**src/hdl/rcs_pkg.sv**
```systemverilog
// Shared constants, encodings and reset values of the run command and step select block
package rcs_pkg;

  ////////////////////////////////////////////////////////////////////////////////
  // Widths
  localparam int AW  = 8;   // Register address width
  localparam int DW  = 32;  // Register data width
  localparam int FQW = 16;  // Frequency word, 0.01 Hz units
  localparam int FNW = 5;   // Terminal function code width
  localparam int NIN = 8;   // Programmable input terminals

  ////////////////////////////////////////////////////////////////////////////////
  // Register offsets (byte addresses)
  localparam logic [AW-1:0] OFS_CTRL    = 8'h00;
  localparam logic [AW-1:0] OFS_FUNC_LO = 8'h04;
  localparam logic [AW-1:0] OFS_FUNC_HI = 8'h08;
  localparam logic [AW-1:0] OFS_SERIAL  = 8'h0C;
  localparam logic [AW-1:0] OFS_PRESET1 = 8'h10;
  localparam logic [AW-1:0] OFS_PRESET7 = 8'h28;
  localparam logic [AW-1:0] OFS_STATUS  = 8'h2C;
  localparam logic [AW-1:0] OFS_TARGET  = 8'h30;

  ////////////////////////////////////////////////////////////////////////////////
  // Field positions
  localparam int CTRL_FSRC_LSB = 0;
  localparam int CTRL_RSRC_LSB = 4;
  localparam int CTRL_KDIR_BIT = 6;
  localparam int CTRL_INH_LSB  = 8;
  localparam int CTRL_PUA_BIT  = 10;
  localparam int CTRL_FCA_BIT  = 11;
  localparam int FUNC_STRIDE   = 8;
  localparam int SER_PROT_BIT  = 0;
  localparam int SER_STN_LSB   = 8;
  localparam int SER_RATE_LSB  = 16;
  localparam int STAT_DIR_BIT  = 2;
  localparam int STAT_STEP_LSB = 3;
  localparam int STAT_HOLD_BIT = 6;
  localparam int STAT_ARM_BIT  = 7;

  ////////////////////////////////////////////////////////////////////////////////
  // Terminal function codes and setting values
  localparam logic [FNW-1:0] FUNC_FWD     = 5'h00;
  localparam logic [FNW-1:0] FUNC_REV     = 5'h01;
  localparam logic [FNW-1:0] FUNC_STEP_LO = 5'h05;
  localparam logic [FNW-1:0] FUNC_STEP_MI = 5'h06;
  localparam logic [FNW-1:0] FUNC_STEP_HI = 5'h07;
  localparam logic [FNW-1:0] FUNC_HOLD    = 5'h17;
  localparam logic [3:0]     FSRC_BIPOLAR  = 4'h2;
  localparam logic [3:0]     FSRC_HOLD_MIN = 4'h2;
  localparam logic [3:0]     FSRC_HOLD_MAX = 4'h7;
  localparam logic [1:0]     INH_FWD       = 2'h1;
  localparam logic [1:0]     INH_REV       = 2'h2;
  localparam logic [7:0]     STATION_MIN   = 8'h01;
  localparam logic [7:0]     STATION_MAX   = 8'hFA;

  typedef enum logic [1:0] {
    RSRC_KEYPAD  = 2'h0,
    RSRC_TERM_FR = 2'h1,
    RSRC_TERM_RD = 2'h2,
    RSRC_SERIAL  = 2'h3
  } rcs_rsrc_t;

  // Gray along stop, run, reverse-decel; halt-decel closes the ring
  typedef enum logic [1:0] {
    ST_STOP    = 2'b00,
    ST_RUN     = 2'b01,
    ST_REVERSE = 2'b11,
    ST_HALT    = 2'b10
  } rcs_state_t;

  ////////////////////////////////////////////////////////////////////////////////
  // Reset values and timing
  localparam logic [3:0]       RST_FSRC    = 4'h0;
  localparam rcs_rsrc_t        RST_RSRC    = RSRC_TERM_FR;
  localparam logic [7:0][4:0]  RST_FUNC    = {5'h07, 5'h06, 5'h05, 5'h04,
                                              5'h03, 5'h02, 5'h01, 5'h00};
  localparam logic [6:0][15:0] RST_PRESET  = {16'h05DC, 16'h07D0, 16'h09C4, 16'h0BB8,
                                              16'h0BB8, 16'h07D0, 16'h03E8};
  localparam logic [7:0]       RST_STATION = 8'h01;
  localparam logic [2:0]       RST_RATE    = 3'h3;
  localparam logic [1:0]       POR_SETTLE  = 2'h3;  // Synchroniser depth plus one
endpackage

```
**src/hdl/rcs_sync2.sv**
```systemverilog
// Two-stage level synchroniser for pin inputs
module rcs_sync2 #(
  parameter int W = 1
) (
  // Clock and reset
  input  wire logic         sys_clk,
  input  wire logic         rstn,
  // Data
  input  wire logic [W-1:0] d,
  output logic      [W-1:0] q
);

  typedef struct packed {
    logic [W-1:0] s1;
    logic [W-1:0] s2;
  } rcs_sync_t;

  rcs_sync_t s_r;
  rcs_sync_t s_nxt;

  // First stage feeds only the second
  always_comb begin
    s_nxt    = s_r;
    s_nxt.s1 = d;
    s_nxt.s2 = s_r.s1;
  end

  always_ff @(posedge sys_clk or negedge rstn) begin
    if (!rstn) begin
      s_r <= '0;
    end else begin
      s_r <= s_nxt;
    end
  end

  assign q = s_r.s2;
endmodule

```
**src/hdl/rcs_func_hit.sv**
```systemverilog
// Flags when any terminal assigned a given function code is on
module rcs_func_hit #(
  parameter logic [4:0] CODE = 5'h00,
  parameter int         N    = 8
) (
  // Terminal function assignments, five bits each
  input  wire logic [N*5-1:0] func,
  // Synchronised terminal levels
  input  wire logic [N-1:0]   lvl,
  output logic                hit
);

  // Several terminals may share a code; any one of them asserts the function
  always_comb begin
    hit = 1'b0;
    for (int i = 0; i < N; i++) begin
      if (lvl[i] && (func[i*5 +: 5] == CODE)) begin
        hit = 1'b1;
      end
    end
  end
endmodule

```
**src/hdl/rcs_run_select.sv**
```systemverilog
// Run command, direction and preset step selection for the motor drive
module rcs_run_select (
  // Clock and reset
  input  wire logic        sys_clk,
  input  wire logic        rstn,
  // Register port
  input  wire logic [7:0]  reg_addr,
  input  wire logic [31:0] reg_wdata,
  input  wire logic        reg_wr,
  input  wire logic        reg_rd,
  output logic      [31:0] reg_rdata,
  // Pins, asynchronous
  input  wire logic [7:0]  prog_in,
  input  wire logic        key_run_body,
  input  wire logic        key_stop_body,
  input  wire logic        key_run_remote,
  input  wire logic        key_stop_remote,
  input  wire logic        remote_present,
  input  wire logic        bipolar_negative,
  // Drive internals, same clock
  input  wire logic        fault_active,
  input  wire logic        ramp_at_zero,
  input  wire logic [15:0] src_freq,
  input  wire logic        ser_cmd_valid,
  input  wire logic [7:0]  ser_cmd_station,
  input  wire logic        ser_cmd_run,
  input  wire logic        ser_cmd_reverse,
  // Run outputs
  output logic             run_enable,
  output logic             decel_stop,
  output logic             dir_reverse,
  output logic      [15:0] target_freq,
  output logic      [2:0]  step_index,
  output logic             analog_hold,
  // Serial link settings
  output logic             serial_protocol,
  output logic      [7:0]  station_number,
  output logic      [2:0]  serial_rate_code
);

  ////////////////////////////////////////////////////////////////////////////////
  // State

  typedef struct packed {
    logic [3:0]               fsrc;
    rcs_pkg::rcs_rsrc_t       rsrc;
    logic                     kdir;
    logic [1:0]               inh;
    logic                     pua;
    logic                     fca;
    logic [7:0][4:0]          func;
    logic [6:0][15:0]         preset;
    logic                     prot;
    logic [7:0]               station;
    logic [2:0]               rate;
    logic [31:0]              rdata;
    logic [1:0]               key_prev;
    logic                     kp_run;
    logic                     ser_run;
    logic                     ser_rev;
    logic                     armed;
    logic                     fault_prev;
    logic [1:0]               por_cnt;
    rcs_pkg::rcs_state_t      state;
    logic                     dir;
    logic [2:0]               step;
    logic                     hold;
    logic [15:0]              target;
    logic                     run_en;
    logic                     decel;
  } rcs_regs_t;

  rcs_regs_t   s_r;
  rcs_regs_t   s_nxt;
  logic [13:0] sy;
  logic        fx;
  logic        rx;
  logic [2:0]  step_bits;
  logic        hold_hit;
  logic        key_run;
  logic        key_stop;
  logic        por_done;
  logic        term_src;
  logic        term_req;
  logic        fault_fall;
  logic        stn_ok;
  logic        req;
  logic        rdir;
  logic        blocked;
  logic        want;

  ////////////////////////////////////////////////////////////////////////////////
  // Input conditioning

  // Every pin passes two flops before any decode sees it
  rcs_sync2 #(.W(14)) u_sync (
    .sys_clk (sys_clk),
    .rstn    (rstn),
    .d       ({bipolar_negative, remote_present, key_stop_remote, key_run_remote,
                key_stop_body, key_run_body, prog_in}),
    .q       (sy)
  );

  // Function decode over all terminals, so any terminal may carry any role
  rcs_func_hit #(.CODE(rcs_pkg::FUNC_FWD)) u_fx (
    .func (s_r.func),
    .lvl  (sy[7:0]),
    .hit  (fx)
  );
  rcs_func_hit #(.CODE(rcs_pkg::FUNC_REV)) u_rx (
    .func (s_r.func),
    .lvl  (sy[7:0]),
    .hit  (rx)
  );
  rcs_func_hit #(.CODE(rcs_pkg::FUNC_STEP_LO)) u_st0 (
    .func (s_r.func),
    .lvl  (sy[7:0]),
    .hit  (step_bits[0])
  );
  rcs_func_hit #(.CODE(rcs_pkg::FUNC_STEP_MI)) u_st1 (
    .func (s_r.func),
    .lvl  (sy[7:0]),
    .hit  (step_bits[1])
  );
  rcs_func_hit #(.CODE(rcs_pkg::FUNC_STEP_HI)) u_st2 (
    .func (s_r.func),
    .lvl  (sy[7:0]),
    .hit  (step_bits[2])
  );
  rcs_func_hit #(.CODE(rcs_pkg::FUNC_HOLD)) u_hold (
    .func (s_r.func),
    .lvl  (sy[7:0]),
    .hit  (hold_hit)
  );

  // Built-in keys go dead while a remote keypad is present
  assign key_run  = sy[12] ? sy[10] : sy[8];
  assign key_stop = sy[12] ? sy[11] : sy[9];

  // Misc qualifiers
  assign por_done   = (s_r.por_cnt == rcs_pkg::POR_SETTLE);
  assign term_src   = (s_r.rsrc == rcs_pkg::RSRC_TERM_FR) || (s_r.rsrc == rcs_pkg::RSRC_TERM_RD);
  assign term_req   = (s_r.rsrc == rcs_pkg::RSRC_TERM_FR) ? (fx ^ rx) : fx;
  assign fault_fall = s_r.fault_prev && !fault_active;
  assign stn_ok     = (s_r.station >= rcs_pkg::STATION_MIN) &&
                      (s_r.station <= rcs_pkg::STATION_MAX) &&
                      (ser_cmd_station == s_r.station);

  ////////////////////////////////////////////////////////////////////////////////
  // Next-state logic

  always_comb begin
    s_nxt = s_r;

    // Run request per command source
    case (s_r.rsrc)
      rcs_pkg::RSRC_KEYPAD: begin
        req  = s_r.kp_run;
        rdir = s_r.kdir;
      end
      rcs_pkg::RSRC_TERM_FR: begin
        req  = fx ^ rx;
        rdir = rx;
      end
      rcs_pkg::RSRC_TERM_RD: begin
        req  = fx;
        rdir = rx;
      end
      default: begin
        req  = s_r.ser_run;
        rdir = s_r.ser_rev;
      end
    endcase
    // Negative bipolar reference flips the commanded direction
    if (s_r.fsrc == rcs_pkg::FSRC_BIPOLAR) begin
      rdir = rdir ^ sy[13];
    end
    blocked = ((s_r.inh == rcs_pkg::INH_FWD) && !rdir) ||
              ((s_r.inh == rcs_pkg::INH_REV) && rdir);
    want    = req && s_r.armed && por_done && !fault_active && !blocked;

    // Power-on settle: wait for the synchronisers before judging levels
    if (!por_done) begin
      s_nxt.por_cnt = s_r.por_cnt + 2'h1;
    end
    s_nxt.fault_prev = fault_active;

    // A terminal run already on must see an off first, unless autostart says not
    if (fault_active) begin
      s_nxt.armed = 1'b0;
    end else if (fault_fall) begin
      s_nxt.armed = (s_r.fca && term_src) || !term_src || !term_req;
    end else if (s_r.por_cnt == rcs_pkg::POR_SETTLE - 2'h1) begin
      s_nxt.armed = (s_r.pua && term_src) || !term_src || !term_req;
    end else if (por_done && (!term_src || !term_req)) begin
      s_nxt.armed = 1'b1;
    end

    // Keypad latch; stop beats run when both edges land together
    s_nxt.key_prev = {key_stop, key_run};
    if (fault_active || (s_r.rsrc != rcs_pkg::RSRC_KEYPAD)) begin
      s_nxt.kp_run = 1'b0;
    end else if (key_stop && !s_r.key_prev[1]) begin
      s_nxt.kp_run = 1'b0;
    end else if (key_run && !s_r.key_prev[0]) begin
      s_nxt.kp_run = 1'b1;
    end

    // Serial latch, only for our own station and only under serial control
    if (fault_active || (s_r.rsrc != rcs_pkg::RSRC_SERIAL)) begin
      s_nxt.ser_run = 1'b0;
    end else if (ser_cmd_valid && stn_ok) begin
      s_nxt.ser_run = ser_cmd_run;
      s_nxt.ser_rev = ser_cmd_reverse;
    end

    // Run sequencer; a reversal always passes through zero speed
    case (s_r.state)
      rcs_pkg::ST_STOP: begin
        if (want) begin
          s_nxt.state = rcs_pkg::ST_RUN;
          s_nxt.dir   = rdir;
        end
      end
      rcs_pkg::ST_RUN: begin
        if (!want) begin
          s_nxt.state = rcs_pkg::ST_HALT;
        end else if (rdir != s_r.dir) begin
          s_nxt.state = rcs_pkg::ST_REVERSE;
        end
      end
      rcs_pkg::ST_REVERSE: begin
        if (!want) begin
          s_nxt.state = rcs_pkg::ST_HALT;
        end else if (ramp_at_zero) begin
          s_nxt.state = rcs_pkg::ST_RUN;
          s_nxt.dir   = rdir;
        end
      end
      default: begin
        if (ramp_at_zero) begin
          s_nxt.state = rcs_pkg::ST_STOP;
        end
      end
    endcase
    s_nxt.run_en = (s_nxt.state == rcs_pkg::ST_RUN);
    s_nxt.decel  = (s_nxt.state == rcs_pkg::ST_REVERSE) || (s_nxt.state == rcs_pkg::ST_HALT);

    // Step select counts only while a run is requested
    s_nxt.step = want ? step_bits : 3'h0;
    s_nxt.hold = hold_hit && (s_r.fsrc >= rcs_pkg::FSRC_HOLD_MIN) &&
                 (s_r.fsrc <= rcs_pkg::FSRC_HOLD_MAX);
    if (s_nxt.step != 3'h0) begin
      s_nxt.target = s_r.preset[3'(s_nxt.step - 3'h1)];
    end else if (!s_nxt.hold) begin
      s_nxt.target = src_freq;
    end

    // Register writes
    if (reg_wr) begin
      if (reg_addr == rcs_pkg::OFS_CTRL) begin
        s_nxt.fsrc = reg_wdata[rcs_pkg::CTRL_FSRC_LSB +: 4];
        s_nxt.rsrc = rcs_pkg::rcs_rsrc_t'(reg_wdata[rcs_pkg::CTRL_RSRC_LSB +: 2]);
        s_nxt.kdir = reg_wdata[rcs_pkg::CTRL_KDIR_BIT];
        s_nxt.inh  = reg_wdata[rcs_pkg::CTRL_INH_LSB +: 2];
        s_nxt.pua  = reg_wdata[rcs_pkg::CTRL_PUA_BIT];
        s_nxt.fca  = reg_wdata[rcs_pkg::CTRL_FCA_BIT];
      end else if (reg_addr == rcs_pkg::OFS_FUNC_LO) begin
        for (int i = 0; i < 4; i++) begin
          s_nxt.func[i] = reg_wdata[i*rcs_pkg::FUNC_STRIDE +: 5];
        end
      end else if (reg_addr == rcs_pkg::OFS_FUNC_HI) begin
        for (int i = 0; i < 4; i++) begin
          s_nxt.func[i+4] = reg_wdata[i*rcs_pkg::FUNC_STRIDE +: 5];
        end
      end else if (reg_addr == rcs_pkg::OFS_SERIAL) begin
        s_nxt.prot    = reg_wdata[rcs_pkg::SER_PROT_BIT];
        s_nxt.station = reg_wdata[rcs_pkg::SER_STN_LSB +: 8];
        s_nxt.rate    = reg_wdata[rcs_pkg::SER_RATE_LSB +: 3];
      end else if ((reg_addr >= rcs_pkg::OFS_PRESET1) && (reg_addr <= rcs_pkg::OFS_PRESET7) &&
                   (reg_addr[1:0] == 2'h0)) begin
        s_nxt.preset[3'((reg_addr - rcs_pkg::OFS_PRESET1) >> 2)] = reg_wdata[15:0];
      end
    end

    // Register reads; data stand for one cycle, unmapped reads give zero
    s_nxt.rdata = 32'h0000_0000;
    if (reg_rd) begin
      if (reg_addr == rcs_pkg::OFS_CTRL) begin
        s_nxt.rdata[rcs_pkg::CTRL_FSRC_LSB +: 4] = s_r.fsrc;
        s_nxt.rdata[rcs_pkg::CTRL_RSRC_LSB +: 2] = s_r.rsrc;
        s_nxt.rdata[rcs_pkg::CTRL_KDIR_BIT]      = s_r.kdir;
        s_nxt.rdata[rcs_pkg::CTRL_INH_LSB +: 2]  = s_r.inh;
        s_nxt.rdata[rcs_pkg::CTRL_PUA_BIT]       = s_r.pua;
        s_nxt.rdata[rcs_pkg::CTRL_FCA_BIT]       = s_r.fca;
      end else if (reg_addr == rcs_pkg::OFS_FUNC_LO) begin
        for (int i = 0; i < 4; i++) begin
          s_nxt.rdata[i*rcs_pkg::FUNC_STRIDE +: 5] = s_r.func[i];
        end
      end else if (reg_addr == rcs_pkg::OFS_FUNC_HI) begin
        for (int i = 0; i < 4; i++) begin
          s_nxt.rdata[i*rcs_pkg::FUNC_STRIDE +: 5] = s_r.func[i+4];
        end
      end else if (reg_addr == rcs_pkg::OFS_SERIAL) begin
        s_nxt.rdata[rcs_pkg::SER_PROT_BIT]       = s_r.prot;
        s_nxt.rdata[rcs_pkg::SER_STN_LSB +: 8]   = s_r.station;
        s_nxt.rdata[rcs_pkg::SER_RATE_LSB +: 3]  = s_r.rate;
      end else if ((reg_addr >= rcs_pkg::OFS_PRESET1) && (reg_addr <= rcs_pkg::OFS_PRESET7) &&
                   (reg_addr[1:0] == 2'h0)) begin
        s_nxt.rdata[15:0] = s_r.preset[3'((reg_addr - rcs_pkg::OFS_PRESET1) >> 2)];
      end else if (reg_addr == rcs_pkg::OFS_STATUS) begin
        s_nxt.rdata[1:0]                         = s_r.state;
        s_nxt.rdata[rcs_pkg::STAT_DIR_BIT]       = s_r.dir;
        s_nxt.rdata[rcs_pkg::STAT_STEP_LSB +: 3] = s_r.step;
        s_nxt.rdata[rcs_pkg::STAT_HOLD_BIT]      = s_r.hold;
        s_nxt.rdata[rcs_pkg::STAT_ARM_BIT]       = s_r.armed;
      end else if (reg_addr == rcs_pkg::OFS_TARGET) begin
        s_nxt.rdata[15:0] = s_r.target;
      end
    end
  end

  ////////////////////////////////////////////////////////////////////////////////
  // State register

  // Configuration comes up at its documented defaults, the motor stopped
  always_ff @(posedge sys_clk or negedge rstn) begin
    if (!rstn) begin
      s_r         <= '0;
      s_r.fsrc    <= rcs_pkg::RST_FSRC;
      s_r.rsrc    <= rcs_pkg::RST_RSRC;
      s_r.func    <= rcs_pkg::RST_FUNC;
      s_r.preset  <= rcs_pkg::RST_PRESET;
      s_r.station <= rcs_pkg::RST_STATION;
      s_r.rate    <= rcs_pkg::RST_RATE;
    end else begin
      s_r <= s_nxt;
    end
  end

  // Outputs straight from the state flops
  assign reg_rdata        = s_r.rdata;
  assign run_enable       = s_r.run_en;
  assign decel_stop       = s_r.decel;
  assign dir_reverse      = s_r.dir;
  assign target_freq      = s_r.target;
  assign step_index       = s_r.step;
  assign analog_hold      = s_r.hold;
  assign serial_protocol  = s_r.prot;
  assign station_number   = s_r.station;
  assign serial_rate_code = s_r.rate;
endmodule

```
**config.mk**
```make
export PLATFORM = sky130hd
export DESIGN_NAME = rcs_run_select
export DESIGN_NICKNAME = d
export VERILOG_FILES = /design/src/hdl/rcs_pkg.sv /design/src/hdl/rcs_sync2.sv /design/src/hdl/rcs_func_hit.sv /design/src/hdl/rcs_run_select.sv
export SDC_FILE = /design/constraint.sdc
export NUM_CORES = 1
export LEC_CHECK = 0
export ABC_AREA = 1
export BUFFER_PORTS_ARGS = -buffer_cell sky130_fd_sc_hd__buf_4
export CORE_UTILIZATION = 50
export DETAILED_ROUTE_END_ITERATION = 16
export PLACE_DENSITY = 0.7
export SYNTH_ARGS = -nofsm -noshare
export SYNTH_HDL_FRONTEND = slang
export SYNTH_SLANG_ARGS = --single-unit
```
**constraint.sdc**
```tcl
create_clock -name sys_clk -period 7.3 [get_ports sys_clk]
set_input_delay 1.095 -clock sys_clk [delete_from_list [all_inputs] [get_ports sys_clk]]
set_output_delay 1.095 -clock sys_clk [all_outputs]
set_load 0.05 [all_outputs]
```
### Word level (Yosys, flattened, before mapping)

Cells that the tools add are included.

* logic and storage cells: 352
* bits of input ports: 87
* bits in latches: 0
* output and inout port bits: 67
* bits in writable memories: 0
* memories kept: 0
* register bits: 263
* memory bits (read-only): 0

* bitwise operators: 7
* mux-type cells: 117
* $lt $le $gt $ge: 9
* div/mod/pow operators: 0
* $mul: 0
* reduce and logical (&&, ||, !) cells: 111
* add/sub/neg operators: 3
* shift operators: 0
* eq/ne operators: 64

Operator list (number)
* $mux W16: 14
* $eq A5 B3 Y1 const B: 24
* $bwmux W112: 1
* $bmux W16 S3: 2
* $logic_and A1 B1 Y1: 68
* $mux W1: 63
* $demux W16 S3: 1
* $mux W5: 9
* $eq A5 B1 Y1 const B: 8
* $eq A5 B5 Y1 const B: 8
* $logic_not A5 Y1: 8
* $mux W3: 9
* $mux W8: 3
* $mux W21: 1
* $eq A8 B4 Y1 const B: 2
* $eq A8 B6 Y1 const B: 2
* $eq A2 B2 Y1 const B: 7
* $mux W7: 2
* $mux W2: 6
* $logic_or A1 B1 Y1: 10
* $mux W9: 1
* $eq A2 B1 Y1 const B: 4
* $eq A8 B3 Y1 const B: 1
* $eq A8 B8 Y1: 1
* 33 further kinds: 56

### Logic depth before layout (Yosys ltp)

* depth after elaboration: 23
* mapped depth: 27
* gate-level depth less buffers: 24

### Cells and area by module

A second synthesis with hierarchy kept.

* cell total of the unflattened synthesis: 1900
* area, all modules: 14365.0 um^2

By module, submodules not included
* rcs_run_select: area an instance 12383.1 um^2, cells each 1565, times used 1, seq. area each 5955.7 um^2
* rcs_sync2: area an instance 700.7 um^2, cells each 28, times used 1, seq. area each 700.7 um^2
* rcs_func_hit (u_st0 ...): area an instance 227.7 um^2, cells each 50, times used 2, seq. area each 0.0 um^2
* rcs_func_hit (u_hold): area an instance 227.7 um^2, cells each 57, times used 1, seq. area each 0.0 um^2
* rcs_func_hit (u_rx): area an instance 219.0 um^2, cells each 55, times used 1, seq. area each 0.0 um^2
* rcs_func_hit (u_st2): area an instance 192.7 um^2, cells each 48, times used 1, seq. area each 0.0 um^2
* rcs_func_hit (u_fx): area an instance 186.4 um^2, cells each 47, times used 1, seq. area each 0.0 um^2

### Worst setup path after synthesis

No wires, ideal clock.

* path type: input-to-reg
* from: in fault_active
* to: reg s_r, in the netlist target_freq[10]
* required time: 7182 ps
* arrival: 3448 ps
* buffers on the path: 3
* setup slack: 3734 ps
* cell stages on the path: 19
* library setup time: 118 ps
* path through: inv_1 -> o2111ai_1 -> a21oi_4 -> nand2_2 -> nor2_8 -> buf_4 -> inv_1 -> a21oi_1 -> inv_1 -> ha_1 -> ha_1 -> clkbuf_1 -> inv_1 -> clkbuf_1 -> nand2_1 -> inv_1 -> nand2_1 -> nand3_1 -> nand2_1

RTL lines
* start, declared: RTL line rcs_run_select.sv:21 `input wire logic fault_active,`
* end signal, assigned: RTL line rcs_run_select.sv:337 `s_r <= s_nxt;`
* end, declared: RTL line rcs_run_select.sv:73 `rcs_regs_t s_r;`

==> impl_metrics.yaml <==
timing:
  setup_violations: 0
  fin_crit_sh: 0.664
  final.min_clock_period_ps: 4850
  skew_ps: 18.9
  drv_slew: 0
  hold_violations: 0
  tightest_slew_ps: 1270
  rsz0062_at_grt: "false"
  slew_headroom: 0.153
  fmax_mhz: 206
  fin_setup_tns_ps: 0
setup_path:
  crit_path_max_fanout: 62
  cp_common_cell: "nand2_1"
  crit_arrival_ps: 5340
  cp-start-kind: "register"
  critPathMaxStageDelay_ps: 580
  worstSetupEndpointType: "register"
  cp_slowest_cell: "buf_4"
  worstPathRequired_ps: 7790
  critical_path_class: "register to register"
logic_synthesis:
  syn_inst: 1772
  async_flop_share: 1.00
  yosysMostFrequentCell: "nand2_1"
  yosys.area.top_type: "dfrtp_1"
  synth_top_area_share: 0.364
  ys_ff_latch: 263
  seq_area_frac_synth: 0.476
  yosysUniqueCellTypes: 57
  synth_top_cells_by_area: "dfrtp_1 (36%), dfstp_2 (11%), nand2_1 (11%), inv_1 (6.4%), o21ai_0 (6.2%)"
  synthTopCellsByCount: "nand2_1 (402), inv_1 (239), dfrtp_1 (203)"
  avgSynthCellArea_um2: 7.89
  yosysWarningCount: 0
  synth_edf_count: 0
  syn_area_um2: 14000
  synthFlopType: "dfrtp_1"
place:
  numPortBuffers: 141
  gp_congestion: 0.926
  placed_cell_area_um2: 14900
  hpwlAfterDp_um: 29500
clock_tree:
  root_buffer: "clkbuf_16"
  numCtsBuffers: 28
  clk_pin_slew_worst_paths_ps: 60
  post_cts_resized: 0
  max-clock-path-buffers: 3
  worstSkewPairLatency_ps: 560
  cts_tree: "yes"
  cts_hold_buf: 0
  htree_levels: 1
  cts_setup_buffers: 0
  cts_sinks: 263
floorplan:
  die_w_um: 169
  start_util: 0.514
  fp.coreArea_um2: 27200
  num_rows: 60
  die-area_um2: 28600
  io_pins: 154
  die_h_um: 169
global_routing:
  grt_pass1_wl_um: 67300
  grt_max_degree: 152
  grt_use_total: 0.306
  grt_pass1_vias: 11821
  globalRouteOverflowTotal: 0
  antenna_found_initial: 0
finish:
  seqCellArea_um2: 6660
  multiInputGateArea_um2: 5510
  postLayoutCellArea_um2: 15800
  synthToLayoutAreaGrowth_pct: 12.9
  nets: 1914
  layout-drive-gt1-share: 0.172
  fillers: 2511
  num_antenna_cells: 0
status:
  status: "complete, no violations"
power:
  vdd_ir_drop_max_mv: 0.164
  power_density_nw_per_um2: 216
  power.total_mw: 3.41
  p_leak_nw: 7.33
min_path:
  hp-class: "register to register"
detailed_routing:
  ant_nets: 0
  drcViolationCount: 0
  num_vias: 12757
  drt-total-wl_um: 43700
  drt-initial-drc-count: 1492
  vias_per_cell: 5.77
  wl_per_cell_um: 19.8
  first_pass_iters: 8
run:
  maxCapViolations: 0
-- report_power, final --
| group | leakage, nW | switching, mW | total, mW | internal (mW) |
|---|---|---|---|---|
| Clock | 0.471 | 0.598 | 1.42 | 0.819 |
| Combinational | 3.56 | 0.255 | 0.378 | 0.123 |
| Sequential | 3.30 | 0.0659 | 1.61 | 1.55 |
-- area by class of cell --
type | instances | share of cell area
Clock buffer | 38 | 0.0519
Clock inverter | 14 | 0.00690
Inverter | 253 | 0.0602
Multi-Input combinational cell | 1106 | 0.349
Sequential cell | 263 | 0.422
Tap cell | 372 | 0.0295
Timing Repair Buffer | 166 | 0.0803
-- layout by cell type, fill, tap and decap left out, types with 3 or more instances in the layout --
cell,instances
clkinv_1,4
ha_1,9
a211oi_1,3
a22oi_1,11
conb_1,6
nand3_1,162
nor3_1,6
nor2_1,68
o221ai_1,12
inv_1,239
nand2_2,6
o2111ai_1,11
o211ai_1,7
dfstp_2,60
clkbuf_8,8
nand4_1,32
clkinv_2,10
inv_2,11
o311ai_0,7
dfrtp_1,203
nor2_2,9
a221oi_1,6
a21oi_1,46
a2111oi_0,3
clkbuf_16,28
o22ai_1,40
o21ai_1,46
o21ai_0,174
nor4_1,6
buf_4,164
xnor2_1,4
nand2_1,402
-- final timing paths --
kind                                  startpoint              to  slack [ps]  cells after the start
min in group asynchronous                   rstn   reg_rdata[25]         590                      1
worst max-delay path                    s_r[214]  target_freq[0]        2450                     25
max in group asynchronous                   rstn        s_r[145]        5380                      2
worst min-delay path            u_sync.s_nxt[13]    u_sync.q[13]         340                      0
worst max register to register          s_r[214]  target_freq[0]        2450                     25
worst min register to register  u_sync.s_nxt[13]    u_sync.q[13]         340                      0
-- worst max-delay path: cells and delay by family (launching register included) --
| family | cells | cell delay (ps) |
|---|---|---|
| flops | 1 | 450 |
| compound gates | 2 | 450 |
| simple gates | 14 | 1630 |
| fa+ha+maj | 1 | 270 |
| buf+inv | 8 | 1940 |
-- per-layer routing --
metal,routed length (um),GRT usage
met1,18400,0.433
met4,1740,0.139
met3,4470,0.0522
met2,19100,0.460
met5,0,0
-- cell families after synthesis --
family	synth area share
multiplexers	0.00161
adder cells (fa/ha/maj)	0.00806
other	0.000268
AND/OR/NAND/NOR	0.223
flip-flops	0.476
buffers and inverters	0.130
XOR/XNOR	0.00313
AO/OA/AOI/OAI	0.157
-- sequential cells by signal (all words and copies together) (netlist names) --
register / cells
serial_protocol: 1
decel_stop: 1
dir_reverse: 1
s_r: 174
analog_hold: 1
station_number: 8
step_index: 3
run_enable: 1
u_sync.q: 14
target_freq: 16
reg_rdata: 26
serial_rate_code: 3
u_sync.s_nxt: 14
-- metrics by stage --
stage	setup slack [ps]	std cells	hold slack [ps]	utilization
after global routing	2230	2212	356	0.581
final	2450	2212	343	0.581
after CTS	2600	2212	348	0.581
after floorplan	3730	1777	331	-
after detailed placement	2370	2160	335	0.546
after global placement	2460	2160	333	0.546
Note: power is estimated with default switching activity, not from simulation.
